$ cat src/rtl/clock_select_consts.vh
// Constants of the system clock source selection block
`ifndef CLOCK_SELECT_CONSTS_VH
`define CLOCK_SELECT_CONSTS_VH

// Clock source select codes
`define SEL_WAKEUP          2'h0
`define SEL_RESERVED        2'h1
`define SEL_LOOP            2'h2
`define SEL_DIRECT          2'h3

// Oscillator band select codes
`define BAND_LOW            2'h0
`define BAND_HIGH           2'h1

// Field widths
`define PRESCALE_W          10
`define INDIV_W             4
`define MULT_W              7
`define OUTDIV_W            7
`define PEND_W              8

// Reset values of the adopted configuration
`define RST_SELECT          2'h0
`define RST_BYPASS          1'h1
`define RST_PRESCALE        10'h000
`define RST_INDIV           4'h0
`define RST_MULT            7'h00
`define RST_OUTDIV          7'h00
`define RST_BAND            2'h0

// Pending loop oscillator pulses saturate here
`define PEND_MAX            8'hFF

`endif

$ cat src/rtl/_unused_guard.v
// Spare design file; it holds no logic, the block is complete without it

$ cat src/rtl/system_clock_source_select.v
// System clock source selection, prescaler and loop model, as tick stream
// The on-chip oscillator is i_clock itself; every derived clock is a one-cycle
// enable pulse on o_system_tick, so no derived rate can exceed i_clock.
// A source whose pin stops holds the adopted setting until it ticks again,
// since a switch is only made at the end of a whole system clock period.
`timescale 1ns/100ps
`default_nettype none

`include "clock_select_consts.vh"

module system_clock_source_select
(
	// Clock, reset and configuration fields
	input  wire                   i_clock,
	input  wire                   i_resetn,
	input  wire [1:0]             i_clock_source_select,
	input  wire                   i_oscillator_bypass,
	input  wire [`PRESCALE_W-1:0] i_prescaler_divide_field,
	input  wire [`INDIV_W-1:0]    i_input_divide_field,
	input  wire [`MULT_W-1:0]     i_feedback_multiply_field,
	input  wire [`OUTDIV_W-1:0]   i_output_divide_field,
	input  wire                   i_loop_reference_pin,
	input  wire [1:0]             i_oscillator_band_select,
	input  wire                   i_external_clock_pin,
	input  wire                   i_wakeup_clock_pin,
	// Derived tick and status
	output wire                   o_system_tick,
	output wire [1:0]             o_active_select,
	output wire                   o_loop_enable,
	output wire                   o_loop_locked,
	output wire                   o_config_pending,
	output wire [1:0]             o_oscillator_band_select
);

	// Adopted configuration, changed only at a safe point; band select is taken at once
	reg [1:0]             select_reg;
	reg                   bypass_reg;
	reg [`PRESCALE_W-1:0] prescale_reg;
	reg [`INDIV_W-1:0]    indiv_reg;
	reg [`MULT_W-1:0]     mult_reg;
	reg [`OUTDIV_W-1:0]   outdiv_reg;
	reg                   refpin_reg;
	reg                   first_reg;
	reg                   loop_en_reg;
	reg [1:0]             band_reg;

	// Loop model state
	reg [`MULT_W-1:0]     mult_now_reg;
	reg [`PEND_W-1:0]     pend_reg;
	reg [`PEND_W-1:0]     pend_next;
	reg                   locked_reg;

	// Tick streams and configuration strobes
	wire [1:0]            pin_rise;
	wire                  wakeup_tick;
	wire                  external_tick;
	wire                  prescale_tick;
	wire                  ref_tick;
	wire                  compare_tick;
	wire                  vco_tick;
	wire                  loop_tick;
	wire                  change;
	wire                  adopt;
	reg                   sys_tick;

	// Both clock pins are foreign to i_clock and pass two flip-flops
	// Only rising edges carry clock information; the levels are left open
	pin_edge_sync
	#(
		.WIDTH (2)
	)
	u_pins
	(
		.i_clock  (i_clock),
		.i_resetn (i_resetn),
		.i_pin    ({i_external_clock_pin, i_wakeup_clock_pin}),
		.o_level  (),
		.o_rise   (pin_rise)
	);

	assign wakeup_tick   = pin_rise[0];
	assign external_tick = pin_rise[1];

	// Any field differing from the adopted set is a pending change
	// Band select stays out of it, since the band never restarts a divider
	// Combinational, so pending shows in the cycle a field moves
	assign change = (i_clock_source_select != select_reg)
		| (i_oscillator_bypass != bypass_reg)
		| (i_prescaler_divide_field != prescale_reg)
		| (i_input_divide_field != indiv_reg)
		| (i_feedback_multiply_field != mult_reg)
		| (i_output_divide_field != outdiv_reg)
		| (i_loop_reference_pin != refpin_reg);

	// Switch at boundary
	// A change is taken only at the end of a system clock period, so the old
	// period completes and the prescaler or loop starts a whole one. A dead pin on the
	// active source holds the old setting until it ticks again.
	// Select 01 makes no ticks, so a change away from it is taken at once
	// rather than waiting for a tick that never comes.
	assign adopt = change & (first_reg | sys_tick | (select_reg == `SEL_RESERVED));

	// Latch configuration at the safe point
	always @(posedge i_clock or negedge i_resetn)
	begin
		if (!i_resetn)
		begin
			select_reg   <= `RST_SELECT;
			bypass_reg   <= `RST_BYPASS;
			prescale_reg <= `RST_PRESCALE;
			indiv_reg    <= `RST_INDIV;
			mult_reg     <= `RST_MULT;
			outdiv_reg   <= `RST_OUTDIV;
			refpin_reg   <= 1'b0;
			first_reg    <= 1'b1;
			loop_en_reg  <= 1'b0;
		end
		else
		begin
			// The first cycle after reset adopts without waiting for a tick
			first_reg <= 1'b0;
			if (adopt)
			begin
				select_reg   <= i_clock_source_select;
				bypass_reg   <= i_oscillator_bypass;
				prescale_reg <= i_prescaler_divide_field;
				indiv_reg    <= i_input_divide_field;
				mult_reg     <= i_feedback_multiply_field;
				outdiv_reg   <= i_output_divide_field;
				refpin_reg   <= i_loop_reference_pin;
				loop_en_reg  <= (i_clock_source_select == `SEL_LOOP)
					& ~i_oscillator_bypass;
			end
		end
	end

	// Band select codes
	// Only the two defined codes are taken; others leave the band unchanged
	// The band only labels the loop oscillator range and never alters ticks,
	// so it is taken at once with no safe-point wait
	always @(posedge i_clock or negedge i_resetn)
	begin
		if (!i_resetn)
			band_reg <= `RST_BAND;
		else if ((i_oscillator_band_select == `BAND_LOW) |
			(i_oscillator_band_select == `BAND_HIGH))
			band_reg <= i_oscillator_band_select;
	end

	// Ten-bit factor to 1024
	// Counts every cycle; restarted on adoption so the first period is whole
	tick_divider
	#(
		.WIDTH (`PRESCALE_W)
	)
	u_prescaler
	(
		.i_clock        (i_clock),
		.i_resetn       (i_resetn),
		.i_restart      (adopt),
		.i_tick         (1'b1),
		.i_divide_field (prescale_reg),
		.o_tick         (prescale_tick)
	);

	// On-chip reference choice
	// Reference is every oscillator cycle, or the synchronised external pin
	// A synchronised pin gives at most one edge every two cycles
	assign ref_tick = refpin_reg ? external_tick : 1'b1;

	// Held in restart while the loop is off, so it starts aligned on enable
	// Input divider P
	tick_divider
	#(
		.WIDTH (`INDIV_W)
	)
	u_input_divider
	(
		.i_clock        (i_clock),
		.i_resetn       (i_resetn),
		.i_restart      (adopt | ~loop_en_reg),
		.i_tick         (ref_tick),
		.i_divide_field (indiv_reg),
		.o_tick         (compare_tick)
	);

	// Multiplier N as pulse credit
	// Each compare tick grants N oscillator pulses, released one per cycle;
	// the rate is capped at i_clock, a limit of this single-clock model.
	// Credit saturates at the pending maximum rather than wrapping round.
	always @*
	begin
		pend_next = pend_reg;
		if (compare_tick)
		begin
			if ({1'b0, pend_reg} + {2'h0, mult_now_reg} >= {1'b0, `PEND_MAX})
				pend_next = `PEND_MAX;
			else
				pend_next = pend_reg + {1'b0, mult_now_reg} + 8'h01;
		end
		// A pulse spent this cycle leaves the credit
		if (vco_tick)
			pend_next = pend_next - 8'h01;
	end

	// One loop oscillator pulse per cycle while credit remains
	assign vco_tick = loop_en_reg & (pend_reg != 8'h00);

	// Gradual multiplier slew
	// Starts at N of one and moves one step per compare tick toward the target
	// Lock shows one cycle after the current multiplier meets the target; a new
	// target is a new adoption, which drops lock and slews again from one
	always @(posedge i_clock or negedge i_resetn)
	begin
		if (!i_resetn)
		begin
			mult_now_reg <= `RST_MULT;
			pend_reg     <= 8'h00;
			locked_reg   <= 1'b0;
		end
		else if (adopt | ~loop_en_reg)
		begin
			mult_now_reg <= `RST_MULT;
			pend_reg     <= 8'h00;
			locked_reg   <= 1'b0;
		end
		else
		begin
			pend_reg <= pend_next;
			// Step only on a compare tick, one unit at a time
			if (compare_tick)
			begin
				if (mult_now_reg < mult_reg)
					mult_now_reg <= mult_now_reg + 7'h01;
				else if (mult_now_reg > mult_reg)
					mult_now_reg <= mult_now_reg - 7'h01;
			end
			locked_reg <= (mult_now_reg == mult_reg);
		end
	end

	// Restarted with the input divider so loop ticks begin a whole period
	// Output divider K2
	tick_divider
	#(
		.WIDTH (`OUTDIV_W)
	)
	u_output_divider
	(
		.i_clock        (i_clock),
		.i_resetn       (i_resetn),
		.i_restart      (adopt | ~loop_en_reg),
		.i_tick         (vco_tick),
		.i_divide_field (outdiv_reg),
		.o_tick         (loop_tick)
	);

	// Source multiplexer
	// Registered ticks meet here, so the system tick lands in the cycle a
	// source ticks; the reserved code gives no ticks at all
	always @*
	begin
		case (select_reg)
			`SEL_WAKEUP: sys_tick = wakeup_tick;
			`SEL_DIRECT: sys_tick = external_tick;
			`SEL_LOOP:   sys_tick = bypass_reg ? prescale_tick : loop_tick;
			default:     sys_tick = 1'b0;
		endcase
	end

	// Port outputs; lock reads low whenever the loop is off
	assign o_system_tick            = sys_tick;
	assign o_active_select          = select_reg;
	assign o_loop_enable            = loop_en_reg;
	assign o_loop_locked            = locked_reg & loop_en_reg;
	assign o_config_pending         = change;
	assign o_oscillator_band_select = band_reg;

endmodule // system_clock_source_select

`default_nettype wire

$ cat src/rtl/tick_divider.v
// Divides a stream of one-cycle ticks by a programmable field plus one
`timescale 1ns/100ps
`default_nettype none

module tick_divider
#(
	parameter WIDTH = 10
)
(
	input  wire             i_clock,
	input  wire             i_resetn,
	input  wire             i_restart,
	input  wire             i_tick,
	input  wire [WIDTH-1:0] i_divide_field,
	output wire             o_tick
);

	reg [WIDTH-1:0] count_reg;
	reg             tick_reg;

	// Count input ticks; emit one tick per field+1 input ticks
	always @(posedge i_clock or negedge i_resetn)
	begin
		if (!i_resetn)
		begin
			count_reg <= {WIDTH{1'b0}};
			tick_reg  <= 1'b0;
		end
		else if (i_restart)
		begin
			// Restart begins a full new period, never a short one
			count_reg <= {WIDTH{1'b0}};
			tick_reg  <= 1'b0;
		end
		else if (i_tick)
		begin
			if (count_reg == i_divide_field)
			begin
				count_reg <= {WIDTH{1'b0}};
				tick_reg  <= 1'b1;
			end
			else
			begin
				count_reg <= count_reg + {{(WIDTH-1){1'b0}}, 1'b1};
				tick_reg  <= 1'b0;
			end
		end
		else
		begin
			tick_reg <= 1'b0;
		end
	end

	assign o_tick = tick_reg;

endmodule // tick_divider

`default_nettype wire

$ cat src/rtl/pin_edge_sync.v
// Two-stage synchronisers with rising-edge pulses for clock pins
`timescale 1ns/100ps
`default_nettype none

module pin_edge_sync
#(
	parameter WIDTH = 2
)
(
	input  wire             i_clock,
	input  wire             i_resetn,
	input  wire [WIDTH-1:0] i_pin,
	output wire [WIDTH-1:0] o_level,
	output wire [WIDTH-1:0] o_rise
);

	genvar g;

	generate
		for (g = 0; g < WIDTH; g = g + 1)
		begin : gen_pin
			reg meta_reg;
			reg sync_reg;
			reg last_reg;
			reg rise_reg;

			// First stage feeds only the second stage
			always @(posedge i_clock or negedge i_resetn)
			begin
				if (!i_resetn)
				begin
					meta_reg <= 1'b0;
					sync_reg <= 1'b0;
					last_reg <= 1'b0;
					rise_reg <= 1'b0;
				end
				else
				begin
					meta_reg <= i_pin[g];
					sync_reg <= meta_reg;
					last_reg <= sync_reg;
					rise_reg <= sync_reg & ~last_reg;
				end
			end

			assign o_level[g] = sync_reg;
			assign o_rise[g]  = rise_reg;
		end
	endgenerate

endmodule // pin_edge_sync

`default_nettype wire

$ cat config.mk
export PLATFORM = sky130hd
export DESIGN_NAME = system_clock_source_select
export DESIGN_NICKNAME = d
export VERILOG_FILES = /design/src/rtl/_unused_guard.v /design/src/rtl/system_clock_source_select.v /design/src/rtl/tick_divider.v /design/src/rtl/pin_edge_sync.v
export VERILOG_INCLUDE_DIRS = /design/src /design/src/rtl
export SDC_FILE = /design/constraint.sdc
export NUM_CORES = 1
export LEC_CHECK = 0
export ABC_CLOCK_PERIOD_IN_PS = 4900
export BUFFER_PORTS_ARGS = -buffer_cell sky130_fd_sc_hd__buf_4
export CAP_MARGIN = 20
export CORE_MARGIN = 10
export CORE_UTILIZATION = 60
export CTS_CLUSTER_SIZE = 8
export DETAILED_ROUTE_END_ITERATION = 16
export PLACE_DENSITY = 0.9
export RECOVER_POWER = 100
export SKIP_CTS_REPAIR_TIMING = 1
export SLEW_MARGIN = 10
export SYNTH_ARGS = -nofsm -noshare
export SYNTH_HDL_FRONTEND = slang
export SYNTH_SLANG_ARGS = --single-unit
$ cat constraint.sdc
create_clock -name i_clock -period 4.9 [get_ports i_clock]
set_clock_uncertainty 0.1 [all_clocks]
set_input_delay 0.735 -clock i_clock [delete_from_list [all_inputs] [get_ports i_clock]]
set_output_delay 0.735 -clock i_clock [all_outputs]
set_load 0.02 [all_outputs]
Word-level counts from Yosys, hierarchy flattened
Index checks and enable logic that the tools add are counted.
{"block": "totals", "regBits": 84, "latch_bits": 0, "mem_bits_rw": 0, "rom_bits": 0, "input_bits": 38, "wordCells": 111, "mem_count": 0}
{"block": "op_classes", "n_addsub": 9, "multipliers": 0, "div": 0, "magnitude_cmp": 3, "n_eq_ne": 16, "n_shift": 0, "n_mux": 28, "bitwise": 20, "reduce_logical": 8}
{"cell": "two-way mux 7 bit", "count": 7}
{"cell": "two-way mux 8 bit", "count": 4}
{"cell": "two-way mux 10 bit", "count": 2}
{"cell": "adder 7 x 1 -> 7 bit (second input constant)", "count": 2}
{"cell": "== test 7 bit", "count": 2}
{"cell": "inequality test 7 bit", "count": 2}
{"cell": "two-way mux 4 bit", "count": 3}
{"cell": "two-way mux 1 bit", "count": 11}
{"cell": "adder 10 x 1 -> 10 bit (second input constant)", "count": 1}
{"cell": "== test 10 bit", "count": 1}
{"cell": "inequality test 10 bit", "count": 1}
{"cell": "bitwise OR 1 bit", "count": 10}
{"cell": "adder 8 x 7 -> 9 bit", "count": 1}
{"cell": "greater-or-equal comparator 9 x 8 -> 1 bit (second input constant)", "count": 1}
{"cell": "adder 8 x 1 -> 8 bit (second input constant)", "count": 1}
{"cell": "adder 8 x 7 -> 8 bit", "count": 1}
{"cell": "nonzero test 8 bit", "count": 1}
{"cell": "subtractor 8 x 1 -> 8 bit (second input constant)", "count": 1}
{"cell": "greater-than comparator 7 bit", "count": 1}
{"cell": "< comparator 7 bit", "count": 1}
{"cell": "subtractor 7 x 1 -> 7 bit (second input constant)", "count": 1}
{"cell": "bitwise AND 1 bit", "count": 6}
{"cell": "== test 2 bit (second input constant)", "count": 3}
{"cell": "nonzero test 2 bit", "count": 3}
{"cell": "other kinds (11)", "count": 17}

Depth between registers and ports, before layout
Gate-level depths: netlist (run 1).
{"block": "depth", "ltp_word": 11, "depth_mapped": 16}

Hierarchy
A second synthesis (run 1) with hierarchy kept.
{"block": "hier_totals", "cells_unflattened": 502, "area_unflattened_um2": 5301.3}
{"mod": "system_clock_source_select", "instances": 1, "cells_each": 350, "area_per_inst_um2": 3580.9, "seq_area_each_um2": 1303.8}
{"mod": "tick_divider at u_prescaler", "instances": 1, "cells_each": 63, "area_per_inst_um2": 674.4, "seq_area_each_um2": 275.3}
{"mod": "tick_divider at u_output_divider", "instances": 1, "cells_each": 46, "area_per_inst_um2": 481.7, "seq_area_each_um2": 200.2}
{"mod": "tick_divider at u_input_divider", "instances": 1, "cells_each": 29, "area_per_inst_um2": 306.5, "seq_area_each_um2": 125.1}
{"mod": "pin_edge_sync", "instances": 1, "cells_each": 14, "area_per_inst_um2": 257.7, "seq_area_each_um2": 200.2}

Least setup slack after synthesis (run 1)
OpenSTA, ideal clock, no wires.
{"block": "synth_timing", "kind": "flip-flop to flip-flop", "from": "register mult_now_reg[1]", "to": "register mult_now_reg[6]", "setup_ns": 0.132, "arrival_ns": 3.257, "t_required_ns": 4.668, "setup_slack_ns": 1.411, "stages_incl_launch_ff": 16, "period_less_slack_ns": 3.489, "cell_sequence": "dfrtp_1 ha_1 nor2b_1 o21ai_0 a21oi_1 a211oi_1 inv_1 ha_1 nor2b_1 o21ai_0 a21boi_0 o21a_1 or3_1 a21oi_1 xnor2_1 nor2_1"}
{"block": "synth_via", "elab_chain_cells": 5, "word_cells_on_any_way": 10, "cone_classes": "add/sub (2); order compare (2); mux (4); reduce/logical (2)"}
{"item": "from (decl)", "line": "system_clock_source_select.v:48", "text": "reg [`MULT_W-1:0] mult_now_reg;"}
{"item": "from (signal assigned)", "line": "system_clock_source_select.v:217", "text": "mult_now_reg <= `RST_MULT;"}
{"item": "from (signal assigned)", "line": "system_clock_source_select.v:223", "text": "mult_now_reg <= `RST_MULT;"}
{"item": "from (signal assigned)", "line": "system_clock_source_select.v:234", "text": "mult_now_reg <= mult_now_reg + 7'h01;"}
{"item": "subtractor 7 x 1 -> 7 bit", "line": "system_clock_source_select.v:236", "text": "mult_now_reg <= mult_now_reg - 7'h01;"}
{"item": "two-way mux 7 bit", "line": "system_clock_source_select.v:235", "text": "else if (mult_now_reg > mult_reg)"}
{"item": "two-way mux 7 bit", "line": "system_clock_source_select.v:233", "text": "if (mult_now_reg < mult_reg)"}
{"item": "two-way mux 7 bit", "line": "system_clock_source_select.v:231", "text": "if (compare_tick)"}
{"item": "two-way mux 7 bit", "line": "system_clock_source_select.v:221", "text": "else if (adopt | ~loop_en_reg)"}
Parallel ways exist; a longest one is shown, timed or not. The select of a mux whose other input is x is not followed.
A chain may end at the register's enable or synchronous reset.

Final worst setup path (run 1)
{"block": "layout_timing", "from": "input i_prescaler_divide_field[9]", "to": "register u_prescaler.count_reg[5]"}
{"block": "layout_via", "elab_chain_cells": 8}
{"item": "from (decl)", "line": "system_clock_source_select.v:18", "text": "input wire [`PRESCALE_W-1:0] i_prescaler_divide_field,"}
{"item": "inequality test 10 bit", "line": "system_clock_source_select.v:89", "text": "| (i_prescaler_divide_field != prescale_reg)"}
{"item": "bitwise OR 1 bit", "line": "system_clock_source_select.v:89"}
{"item": "bitwise OR 1 bit", "line": "system_clock_source_select.v:90", "text": "| (i_input_divide_field != indiv_reg)"}
{"item": "bitwise OR 1 bit", "line": "system_clock_source_select.v:91", "text": "| (i_feedback_multiply_field != mult_reg)"}
{"item": "bitwise OR 1 bit", "line": "system_clock_source_select.v:92", "text": "| (i_output_divide_field != outdiv_reg)"}
{"item": "bitwise OR 1 bit", "line": "system_clock_source_select.v:93", "text": "| (i_loop_reference_pin != refpin_reg);"}
{"item": "bitwise AND 1 bit", "line": "system_clock_source_select.v:101", "text": "assign adopt = change & (first_reg | sys_tick | (select_reg == `SEL_RESERVED));"}
{"item": "two-way mux 10 bit", "line": "tick_divider.v:29", "text": "else if (i_restart)"}
{"item": "to (signal assigned)", "line": "tick_divider.v:26", "text": "count_reg <= {WIDTH{1'b0}};"}
{"item": "to (signal assigned)", "line": "tick_divider.v:32", "text": "count_reg <= {WIDTH{1'b0}};"}
{"item": "to (signal assigned)", "line": "tick_divider.v:39", "text": "count_reg <= {WIDTH{1'b0}};"}
{"item": "to (decl)", "line": "tick_divider.v:18", "text": "reg [WIDTH-1:0] count_reg;"}
No other way between the ends.

==> run summary, run 1 <==
The number of antenna diodes in the final layout is 0. The tightest slew margin relative to the limit is -40.7%. After synthesis, the mean cell area works out to around 10 um2.

The final-layout setup total negative slack is 0 ns. The floorplan core area is 8130 um2. The floorplan step defined a die boundary enclosing between 10,000 and 15,000 um2. Synthesis handed over a netlist of between 400 and 500 instances. The largest area contributor in the synthesized netlist is dfrtp_1.

The number of standard-cell rows in the floorplan came out at 33. TritonCTS built the clock tree. The share of cells above drive strength 1 is 17.6%. Leaving out fill and tap cells, the most frequent cell in the layout is dfrtp_1. The worst path uses approximately 87% of the clock period.

The maximum resistive drop on vdd came out at 0.230 mV. The sink count of the clock tree came out at 84. Across the run, the number of max-cap violations was 2.

The total length of routed wires is 11,500 um. In this run the clock root is driven by a clkbuf_8. The H-tree was split into 3 levels.

The final critical path time including I/O delays and setup came out at 4.27 ns. The layout net count is 595. The per-cell routed wire length is 18.0 um. The total of endpoints with negative setup slack in the final report came out at 0. The total number of yosys warnings is 0.

The detailed-placement wirelength estimate is 8470 um. The worst path required time is 5.07 ns. In the post-synthesis netlist, the biggest area contributors are dfrtp_1 (41%), xor2_1 (10%), mux2_2 (7.7%), ha_1 (6.0%), nor2_1 (3.7%).

STA classifies the critical path startpoint as an input port. The worst setup path is captured at a flip-flop. The post-detailed-route via-to-cell ratio came out at 6.01. The detailed router placed 3,839 vias in this run.

The clock insertion delay at the later pin of the skew report came out at 0.35 ns. The static leakage power came out at 2.59 nW. Setup repair after global routing left no endpoint under its margin. Global routing finished with a remaining overflow of 0. The mapped netlist covers 4990 um2. The via count of the first global-routing pass is 3,945.

In the layout the commonest cells are dfrtp_1 (82), xor2_1 (57), nor2_1 (49), mux2_2 (34), buf_4 (33). After synthesis the netlist holds a flip-flop and latch count of 84. The number of iterations in the first detailed-routing pass is 5.

Counting along the longest clock path gives a buffer depth of 2. The part of the Yosys area used for sequential elements is 42.2%. Entering global routing, the biggest net connects 85 pins. The number of flops mapped to enable cells by yosys is 0. Data on the critical path arrives at its endpoint at 4.44 ns. The die is about 110 um wide. The area growth from synthesis to final layout came out at 12.7%.

The sequential power share is 48.9%. In this run the power density over the cells is 286 nW/um2. The share of total power consumed by net switching is 26.1%. The top cell type's share of synthesized area came out at 41.1%. The checks that failed: capacitance limit, slew limit. The maximum clock rate is 234 MHz. The total power consumption of the routed design is 0.00161 W. The remaining number of nets flagged by the antenna check after routing is 0. The min-delay analysis places its worst path in the category reg -> reg.

The global placer's final weighted congestion came out at 0.884. In this run the count of I/O pins placed on the die edge is 46. Per report_power, the clock group accounts for 36.6% of the total. The die height is 111 um.

In this run, CTS created clock tree buffers numbering 9. The overall fraction of global-route tracks in use is 18.2%. The net switching power figure is 0.000420 W. The final routed DRC violation total is 0.

The number of nets in the synthesized netlist is 549. Once the floorplan was initialized, standard cells occupied 61.3% of the core. The number of port buffers came out at 45.

After clock tree synthesis, the clock-pin slew on the worst setup and hold paths is 0.09 ns. The slew at the pin closest to its max-slew limit came out at roughly 2.1 ns. The flow ran to the end, but the final reports show violations. The detailed router finished its first iteration with 164 violations. The first-pass GRT wire length is approximately 19,000 um. The cell internal power dissipation came out at roughly 0.0012 W. The proportion of register bits with asynchronous set or reset after synthesis is 100%. The critical path in this run is classified as in -> reg. The largest fanout on the critical path is 42. The number of hold violations in the final report is 0. The number of distinct library cells after synthesis came out at between 50 and 60. The number of pins exceeding their max-slew limit in the final report came out at 78. The share of total power dissipated in combinational logic is around 14%. In the synthesized netlist the dominant register cell turns out to be dfrtp_1.

The initial antenna violation count came out at 0.
[cells in the mapped netlist, types with 2 or more instances]
master,n
a211oi_1,4
a21o_1,8
a21oi_1,21
a22oi_1,3
a31oi_1,2
and2_1,2
and3_1,7
clkbuf_1,11
dfrtp_1,82
dfstp_2,2
fa_1,3
ha_1,24
inv_1,17
mux2_2,34
mux2i_1,4
nand2_1,23
nand2b_1,3
nand3_1,12
nand4_1,6
nor2_1,49
nor2b_1,10
nor3_1,6
nor3b_1,3
nor4_1,12
o21a_1,2
o21ai_0,17
o21bai_1,2
o2bb2ai_1,2
o32a_1,4
or2_2,3
or3_1,4
or4_1,2
xnor2_1,21
xor2_1,57
[power groups by stage]
stage | combinational, W | sequential, W | clock [W]
floorplan | 0.000140 | 0.000791 | 0
global placement | 0.000223 | 0.000794 | 0
detailed placement | 0.000232 | 0.000798 | 0
CTS | 0.000235 | 0.000786 | 0.000598
global route | 0.000255 | 0.000792 | 0.000631
finish | 0.000234 | 0.000786 | 0.000589
[metrics by stage]
step	area (um2)	instances	worst slack [ns]	util, %	hold WS (ns)
CTS	5670	638	0.955	69.7	0.259
finish	5620	639	0.630	69.1	0.258
global route	5620	639	0.364	69.1	0.273
floorplan	4990	484	1.41	-	0.231
global placement	5430	623	1.13	66.8	0.233
detailed placement	5430	623	0.937	66.8	0.239
[per-layer routing]
| metal | global-route usage (%) | vias up | wire, um |
|---|---|---|---|
| met1 | 21.5 | 1915 | 4730 |
| met3 | 3.14 | 21 | 596 |
| met5 | 0 | - | 0 |
| met4 | 6.26 | 0 | 189 |
| li1 | - | 1791 | - |
| met2 | 32.2 | 112 | 6000 |
[critical path, stage by stage]
cell and delay, ns:
buf_4 0.12, xor2_1 0.15, nor4_1 0.46, nand4_1 0.28, o22ai_4 0.25, clkbuf_1 1.52
nand2_1 0.63, nor2_1 0.28
[cell type report]
class | count | area [um2]
inverter | 17 | 63.8
timing repair buffer | 48 | 343
multi-input combinational | 370 | 2750
fill | 581 | 2510
tap | 105 | 131
clock buffer | 9 | 124
clock inverter | 6 | 113
sequential | 84 | 2100
[final timing paths]
kind                                                      start                                   end  slack, ns  cells after the start
setup / recovery                    i_prescaler_divide_field[9]    u_prescaler.count_reg[5]$_DFF_PN0_       0.63                      8
hold / removal             u_pins.gen_pin[1].meta_reg$_DFF_PN0_  u_pins.gen_pin[1].sync_reg$_DFF_PN0_       0.26                      0
setup reg to reg                      outdiv_reg[4]$_DFFE_PN0P_    u_prescaler.count_reg[5]$_DFF_PN0_       0.68                      7
hold reg to reg            u_pins.gen_pin[1].meta_reg$_DFF_PN0_  u_pins.gen_pin[1].sync_reg$_DFF_PN0_       0.26                      0
max in group asynchronous                              i_resetn  u_pins.gen_pin[0].sync_reg$_DFF_PN0_       2.81                      1
min in group asynchronous                              i_resetn    u_prescaler.count_reg[9]$_DFF_PN0_       0.80                      1
[logic make-up after synthesis]
family                   Yosys count  share of synthesized area, %
AO/OA/AOI/OAI                     81                          11.5
adder cells (fa/ha/maj)           27                          7.22
multiplexers                      38                          8.48
XOR/XNOR                          78                          13.7
other                              1                        0.0752
buffers and inverters             30                          2.41
flip-flops                        84                          42.2
AND/OR/NAND/NOR                  145                          14.4
(Power assumes the default switching activity.)
==> inputs of run 2 (changes only) <==
SKIP_CTS_REPAIR_TIMING = unset   (was 1)
SYNTH_HIERARCHICAL = 1   (was unset)
==> run 2 against run 1 <==
Compared with the run above:
- the run now ends clean
- global-route usage increased by 0.88 points
- critical path depth up 4
- sequential power barely moved
- clock power fell by 4.2%
- non-clock buffer count rose by 1
- hold slack hardly changed
- sequential share of layout area shrank 1.5 points
==> run summary, run 2 <==
Run status: complete, no violations (was finished, violations left). The slew at the pin closest to its max-slew limit is 1.22 ns (was 2.11 ns). The total length of routed wires came out at 12,400 um (was 11,500 um). The count of buffers added by post-CTS timing repair for setup is 0. The tightest slew margin relative to the limit is 17.8% (was -40.7%). The detailed-route via count is 3,975 (was 3,839).

The number of iterations in the first detailed-routing pass came out at 5 (unchanged). The static leakage power came out at 2.53 nW (was 2.59 nW). The ratio of final minimum period to clock period is 86.5% (was 87.1%). The global routing usage on met3 came out at 3.94% (was 3.14%).

The clock insertion delay at the later pin of the skew report came out at 0.36 ns (was 0.35 ns). The number of hold violations in the final report came out at 0 (unchanged). The layer with the highest usage is met2 (unchanged). The first-pass GRT wire length is 20,200 um (was 18,900 um). Unrepaired setup endpoints after global routing: no (unchanged). The kind of capture point of the worst setup path is a flip-flop (unchanged).

The arrival time at the worst endpoint came out at 4.40 ns (was 4.44 ns). The maximum clock rate is 236 MHz (was 234 MHz). The total congestion overflow after global routing was 0 (unchanged).

The power density of the placed cells came out at 272 nW/um2 (was 286 nW/um2). The met2 layer usage reported by global route is 33.0% (was 32.2%). The per-cell routed wire length came out at 18.8 um (was 18.0 um). Most frequent cells in the layout: dfrtp_1 (82), xnor2_1 (57), mux2_2 (36), buf_4 (36), nor2_1 (29) (was dfrtp_1 (82), xor2_1 (57), nor2_1 (49), mux2_2 (34), buf_4 (33)). The worst path required time came out at 5.06 ns (was 5.07 ns). The post-detailed-route via-to-cell ratio was 6.02 (was 6.01). The pin count of the biggest net entering global routing was 85 (unchanged). The startpoint kind of the worst setup timing path is a flip-flop (was input port). The cell area after technology mapping was 5290 um2 (was 4990 um2). The number of levels the H-tree was split into came out at 3 (unchanged). The tightest hold margin is 0.258 ns (about the same). The number of primary I/O pins came out at 46 (unchanged).

The total number of yosys warnings came out at 6 (was 0). The die height is 114 um (was 111 um). The filler cell count came out at 625 (was 581). The largest fanout on the critical path is 6 (was 42).

The post-cts sizing count came out at 0. The die area is 13,000 um2 (was 12,400 um2). The sink count of the clock tree came out at 84 (unchanged). The CTS root buffer is clkbuf_8 (unchanged). The max-capacitance violation count is 0 (was 2).

The layout net count came out at 612 (was 595). The number of standard-cell rows in the floorplan is 34 (was 33). The synthesized netlist cell count is 500 (was 484). The type of the setup path with the least slack is reg -> reg (was in -> reg).

The global placer's final weighted congestion was 0.957 (was 0.884). The mean cell area of the mapped netlist came to 10.6 um2 (was 10.3 um2). The area growth from synthesis to final layout is 10.8% (was 12.7%). The antenna diode instance count came out at 0 (unchanged). The initial antenna violation count came to 0 (unchanged). The kind of path behind the tightest hold check is reg -> reg (unchanged).

The maximum resistive drop on vdd came out at 0.189 mV (was 0.230 mV). The remaining number of nets flagged by the antenna check after routing came out at 0 (unchanged). The die width came to 114 um (was 111 um).

The final critical path time including I/O delays and setup came out at 4.24 ns (was 4.27 ns). The most frequent standard cell in the layout excluding fill and tap cells is dfrtp_1 (unchanged). The detailed-placement wirelength estimate came to 9000 um (was 8470 um). The starting density of the core came to 61.2% (was 61.3%). The number of port buffers is 45 (unchanged). The number of pins exceeding their max-slew limit in the final report came out at 0 (was 78). The total of endpoints with negative setup slack in the final report was 0 (unchanged). The via count of the first global-routing pass is 4,123 (was 3,945).

The clock tree from TritonCTS is yes (unchanged). The number of DRC markers after the initial detailed-route iteration is 235 (was 164). The final routed DRC violation total was 0 (unchanged). The overall fraction of global-route tracks in use came out at 19.0% (was 18.2%). The share of cells above drive strength 1 is 19.2% (was 17.6%). The floorplan core area came out at 8640 um2 (was 8130 um2). The met1 track demand over resource in global routing came out at 22.2% (was 21.5%). The final-layout setup total negative slack is 0 ns (unchanged). The total clock buffers created by CTS is 9 (unchanged).

The number of buffers on the longest clock path came out at 2 (unchanged). The hold buffer count at cts came out at 0. The clock transition at the register clock pins on the worst setup and hold paths after CTS came out at 0.08 ns (was 0.09 ns).
-- run 2: critical path, stage by stage, from the launching register on --
cell and delay [ns]:
dfrtp_1 0.41, ha_1 0.24, fa_1 0.41, a21o_1 0.25, a221oi_4 0.28, a2bb2oi_1 0.44, a21boi_0 0.71, nand3b_1 0.13
o21ai_0 0.15, ha_1 0.22, nand2_1 0.12, or4_1 0.52, a21oi_1 0.16
-- run 2: final cells by class --
type	instances	area (um2)	share of cell area, %
timing repair buffer	49	354	6.04
clock buffer	13	159	2.71
inverter	20	75.1	1.28
tap	108	135	2.31
multi-input combinational	383	2960	50.6
sequential	84	2100	35.9
clock inverter	3	68.8	1.17
-- run 2: per-stage QoR --
stage	total power (W)	utilization, %	cell area, um2	std cells	setup slack (ns)
floorplan	0.000945	-	5310	506	1.40
global placement	0.00103	66.0	5700	643	1.20
detailed placement	0.00104	66.0	5700	643	1.01
CTS	0.00161	68.6	5920	659	0.990
global route	0.00166	67.8	5860	660	0.426
finish	0.00159	67.8	5860	660	0.660
-- run 2: power by group --
part / total [W] / switching [W] / internal, W
registers: 0.000786 / 0.0000510 / 0.000735
clock network: 0.000564 / 0.000247 / 0.000317
logic: 0.000242 / 0.000120 / 0.000122
total: 0.00159 / 0.000419 / 0.00117
-- run 2: worst paths after layout --
| path | cells after the start | slack, ns | start | endpoint |
|---|---|---|---|---|
| min reg2reg | 0 | 0.26 | u_pins/gen_pin[0].meta_reg$_DFF_PN0_ | u_pins/gen_pin[0].sync_reg$_DFF_PN0_ |
| max in group asynchronous | 2 | 3.27 | i_resetn | first_reg$_DFF_PN1_ |
| max | 12 | 0.66 | mult_now_reg[0]$_DFFE_PN0P_ | pend_reg[6]$_DFF_PN0_ |
| min | 0 | 0.26 | u_pins/gen_pin[0].meta_reg$_DFF_PN0_ | u_pins/gen_pin[0].sync_reg$_DFF_PN0_ |
| max reg2reg | 12 | 0.66 | mult_now_reg[0]$_DFFE_PN0P_ | pend_reg[6]$_DFF_PN0_ |
| min in group asynchronous | 1 | 0.49 | i_resetn | prescale_reg[6]$_DFFE_PN0P_ |
-- run 2: layer usage --
metal / vias up / share of wire (%)
met2: 113 / 52
met4: 0 / 3.2
met1: 1952 / 40
li1: 1878 / -
met5: - / 0
met3: 32 / 4.7
==> inputs of run 3 (changes only) <==
REMOVE_ABC_BUFFERS = 1   (was unset)
==> run 3 against run 2 <==
Compared with the run above:
- highest routed layer is now met5
- critical path depth shrank 2
- largest power group unchanged
- largest cell class unchanged
- core utilization is 0.38 points lower
- the run now ends with capacitance limit, slew limit left
- clock power barely moved
==> run summary, run 3 (synthesized netlist as in run 2, its figures left out) <==
Run status: finished, violations left (was complete, no violations). The final reports fail on capacitance limit, slew limit. The pin count of the biggest net entering global routing came out at 85 (unchanged). The total power consumption of the routed design is 0.00159 W (about the same). The starting density of the core came out at 61.2% (unchanged). The detailed-route via count is 4,039 (was 3,975). The maximum clock rate was 231 MHz (was 236 MHz).

The hold buffer count at cts is 0 (unchanged). The clock insertion delay at the later pin of the skew report came out at 0.36 ns (about the same). The launching element of the worst setup path is i_output_divide_field[5] (was mult_now_reg[0]$_DFFE_PN0P_).

The overall fraction of global-route tracks in use came to 19.3% (was 19.0%). Unrepaired setup endpoints after global routing: no (unchanged). The maximum resistive drop on vdd is 0.237 mV (was 0.189 mV). The register-to-register path setup slack is 0.58 ns (was 0.66 ns). The global placer's final weighted congestion came to 0.895 (was 0.957). The clock transition at the register clock pins on the worst setup and hold paths after CTS is 0.09 ns (was 0.08 ns). The number of iterations in the first detailed-routing pass came to 5 (unchanged). The die area came to 13,000 um2 (unchanged). The setup slack after layout is 0.571 ns (was 0.660 ns). The number of hold violations in the final report came out at 0 (unchanged).

The startpoint kind of the worst setup timing path is an input port (was flip-flop). The kind of path behind the tightest hold check is reg -> reg (unchanged). The number of primary I/O pins came out at 46 (unchanged). The power density of the placed cells came out at 273 nW/um2 (was 272 nW/um2). The die height came out at 114 um (unchanged).

The clock tree from TritonCTS is yes (unchanged). The per-cell routed wire length came out at 19.0 um (was 18.8 um). The kind of capture point of the worst setup path is a flip-flop (unchanged). The final-layout setup total negative slack came to 0 ns (unchanged). The total length of routed wires was 12,500 um (was 12,400 um). The die width came out at 114 um (unchanged). The post-cts sizing count came out at 0 (unchanged). The antenna diode instance count is 0 (unchanged). The number of levels the H-tree was split into came out at 3 (unchanged). The number of port buffers is 45 (unchanged). The tightest hold margin came out at 0.254 ns (was 0.258 ns). The via count of the first global-routing pass is 4,193 (was 4,123). The worst path required time came out at 5.05 ns (was 5.06 ns). The final critical path time including I/O delays and setup is 4.33 ns (was 4.24 ns).

The proportion of power drawn by the clock network is 35.4% (about the same). The last element of the critical path is u_prescaler/count_reg[1]$_DFFE_PN0P_ (was pend_reg[6]$_DFF_PN0_). The share of cells above drive strength 1 came out at 18.9% (was 19.2%). The remaining number of nets flagged by the antenna check after routing came out at 0 (unchanged). The sequential power share is 49.4% (about the same).

The cell internal power dissipation is 0.00116 W (was 0.00117 W). The most frequent standard cell in the layout excluding fill and tap cells was dfrtp_1 (unchanged). Cell-by-cell listing of the critical path: clkbuf_1 -> xnor2_1 -> nand4_1 -> nor4_1 -> nand2_1 -> o21ai_0 -> clkbuf_1 -> inv_1 -> nand3b_1 -> o32ai_1 (was ha_1 -> fa_1 -> a21o_1 -> a221oi_4 -> a2bb2oi_1 -> a21boi_0 -> nand3b_1 -> o21ai_0 -> ha_1 -> nand2_1 -> or4_1 -> a21oi_1). The number of pins exceeding their max-slew limit in the final report is 93 (was 0). Most frequent cells in the layout: dfrtp_1 (82), xnor2_1 (57), mux2_2 (36), buf_4 (35), nor2_1 (29) (was dfrtp_1 (82), xnor2_1 (57), mux2_2 (36), buf_4 (36), nor2_1 (29)).

The worst slack after detailed placement came out at 0.893 ns (was 1.01 ns). The number of standard-cell rows in the floorplan came out at 34 (unchanged). The tightest slew margin relative to the limit came out at -69.8% (was 17.8%). The share of total power consumed by net switching came out at 27.2% (was 26.3%). The total congestion overflow after global routing is 0 (unchanged).

The count of buffers added by post-CTS timing repair for setup came out at 0 (unchanged). The sink count of the clock tree is 84 (unchanged). The type of the setup path with the least slack was in -> reg (was reg -> reg). The total of endpoints with negative setup slack in the final report came out at 0 (unchanged). The slew at the pin closest to its max-slew limit came out at 2.55 ns (was 1.22 ns). The total clock buffers created by CTS was 9 (unchanged). The first-pass GRT wire length was 20,400 um (was 20,200 um). The post-detailed-route via-to-cell ratio came out at 6.13 (was 6.02). The layout net count came out at 611 (was 612). The max-capacitance violation count is 2 (was 0).

The worst stage delay on the critical path came out at 1.44 ns (was 0.71 ns). The part of the power in combinational logic came out at 15.3% (was 15.2%). The detailed-placement wirelength estimate came to 9080 um (was 9000 um). The number of buffers on the longest clock path is 2 (unchanged). The floorplan core area is 8640 um2 (unchanged).

The most frequent cell on the critical path was clkbuf_1 (was ha_1). The largest fanout on the critical path was 34 (was 6). The placement-stage cell area came to 5700 um2 (unchanged). The ratio of final minimum period to clock period came out at 88.4% (was 86.5%).

The cell type of the slowest stage on the worst timing path is clkbuf_1 (was a21boi_0). The capturing point of the worst reg2reg path is u_prescaler/count_reg[1]$_DFFE_PN0P_ (was pend_reg[6]$_DFF_PN0_). The startpoint of the most critical register-to-register path is bypass_reg$_DFFE_PN1P_ (was mult_now_reg[0]$_DFFE_PN0P_). The area growth from synthesis to final layout is 10.2% (was 10.8%). The CTS root buffer was clkbuf_8 (unchanged). The arrival time at the worst endpoint is 4.48 ns (was 4.40 ns). The net switching power figure is 0.000431 W (was 0.000419 W). The final standard cell area without fillers was 5830 um2 (was 5860 um2).

The initial antenna violation count came out at 1 (was 0). The number of DRC markers after the initial detailed-route iteration came out at 257 (was 235). The worst reg2reg path depth is 9 (was 12). The static leakage power came out at 2.52 nW (was 2.53 nW).

The final routed DRC violation total is 0 (unchanged).
[run 3: changes by cell type in the layout (fill, tap and decap cells not counted), sizes merged]
cell	change
dlymetal6s4s	+1
clkinv	+1
clkbuf	-3
buf	-2
inv	+1
clkinvlp	+1
[run 3: layout make-up]
class / instances / area (um2)
multi-input cells: 383 / 2960
fillers: 633 / 2810
flip-flops and latches: 84 / 2100
repair buffers: 48 / 332
clock buffers: 10 / 138
well taps: 108 / 135
clock inverters: 6 / 86.3
inverters: 20 / 75.1
[run 3: worst min-delay path by stage]
stage               depth (start not counted)  slack [ns]                              endpoint                                 start
floorplan                                   0        0.23  u_pins/gen_pin[0].sync_reg$_DFF_PN0_  u_pins/gen_pin[0].meta_reg$_DFF_PN0_
global placement                            0        0.23  u_pins/gen_pin[1].sync_reg$_DFF_PN0_  u_pins/gen_pin[1].meta_reg$_DFF_PN0_
detailed placement                          0        0.24  u_pins/gen_pin[1].sync_reg$_DFF_PN0_  u_pins/gen_pin[1].meta_reg$_DFF_PN0_
CTS                                         0        0.26  u_pins/gen_pin[1].sync_reg$_DFF_PN0_  u_pins/gen_pin[1].meta_reg$_DFF_PN0_
global route                                0        0.26  u_pins/gen_pin[1].sync_reg$_DFF_PN0_  u_pins/gen_pin[1].meta_reg$_DFF_PN0_
finish                                      0        0.25  u_pins/gen_pin[1].sync_reg$_DFF_PN0_  u_pins/gen_pin[1].meta_reg$_DFF_PN0_
[run 3: metal layers]
layer,global-route usage (%),vias to the layer above,routed length (um)
met5,0,-,13
met2,32.6,132,6350
met4,8.44,2,406
met1,22.2,1990,5030
met3,5.51,39,731
li1,-,1876,-
[run 3: metrics by stage]
stage	instances	utilization (%)
after floorplan	487	-
after global placement	642	66.0
after detailed placement	642	66.0
after CTS	658	68.6
after global routing	659	67.5
final	659	67.5
[run 3: worst max-delay path: cells and delay by family]
kind | cells | cell delay, ns
AOI/OAI and AO/OA | 2 | 0.28
xor gates and xnor gates | 1 | 0.16
and+or+nand+nor | 4 | 1.06
buffers and inverters | 3 | 2.24
[run 3: power by group through the flow]
stage | sequential (W) | clock (W) | combinational (W)
after global placement | 0.000793 | 0 | 0.000234
after detailed placement | 0.000797 | 0 | 0.000246
after global routing | 0.000789 | 0.000591 | 0.000263
final | 0.000784 | 0.000562 | 0.000243
after floorplan | 0.000788 | 0 | 0.000154
after CTS | 0.000785 | 0.000565 | 0.000249
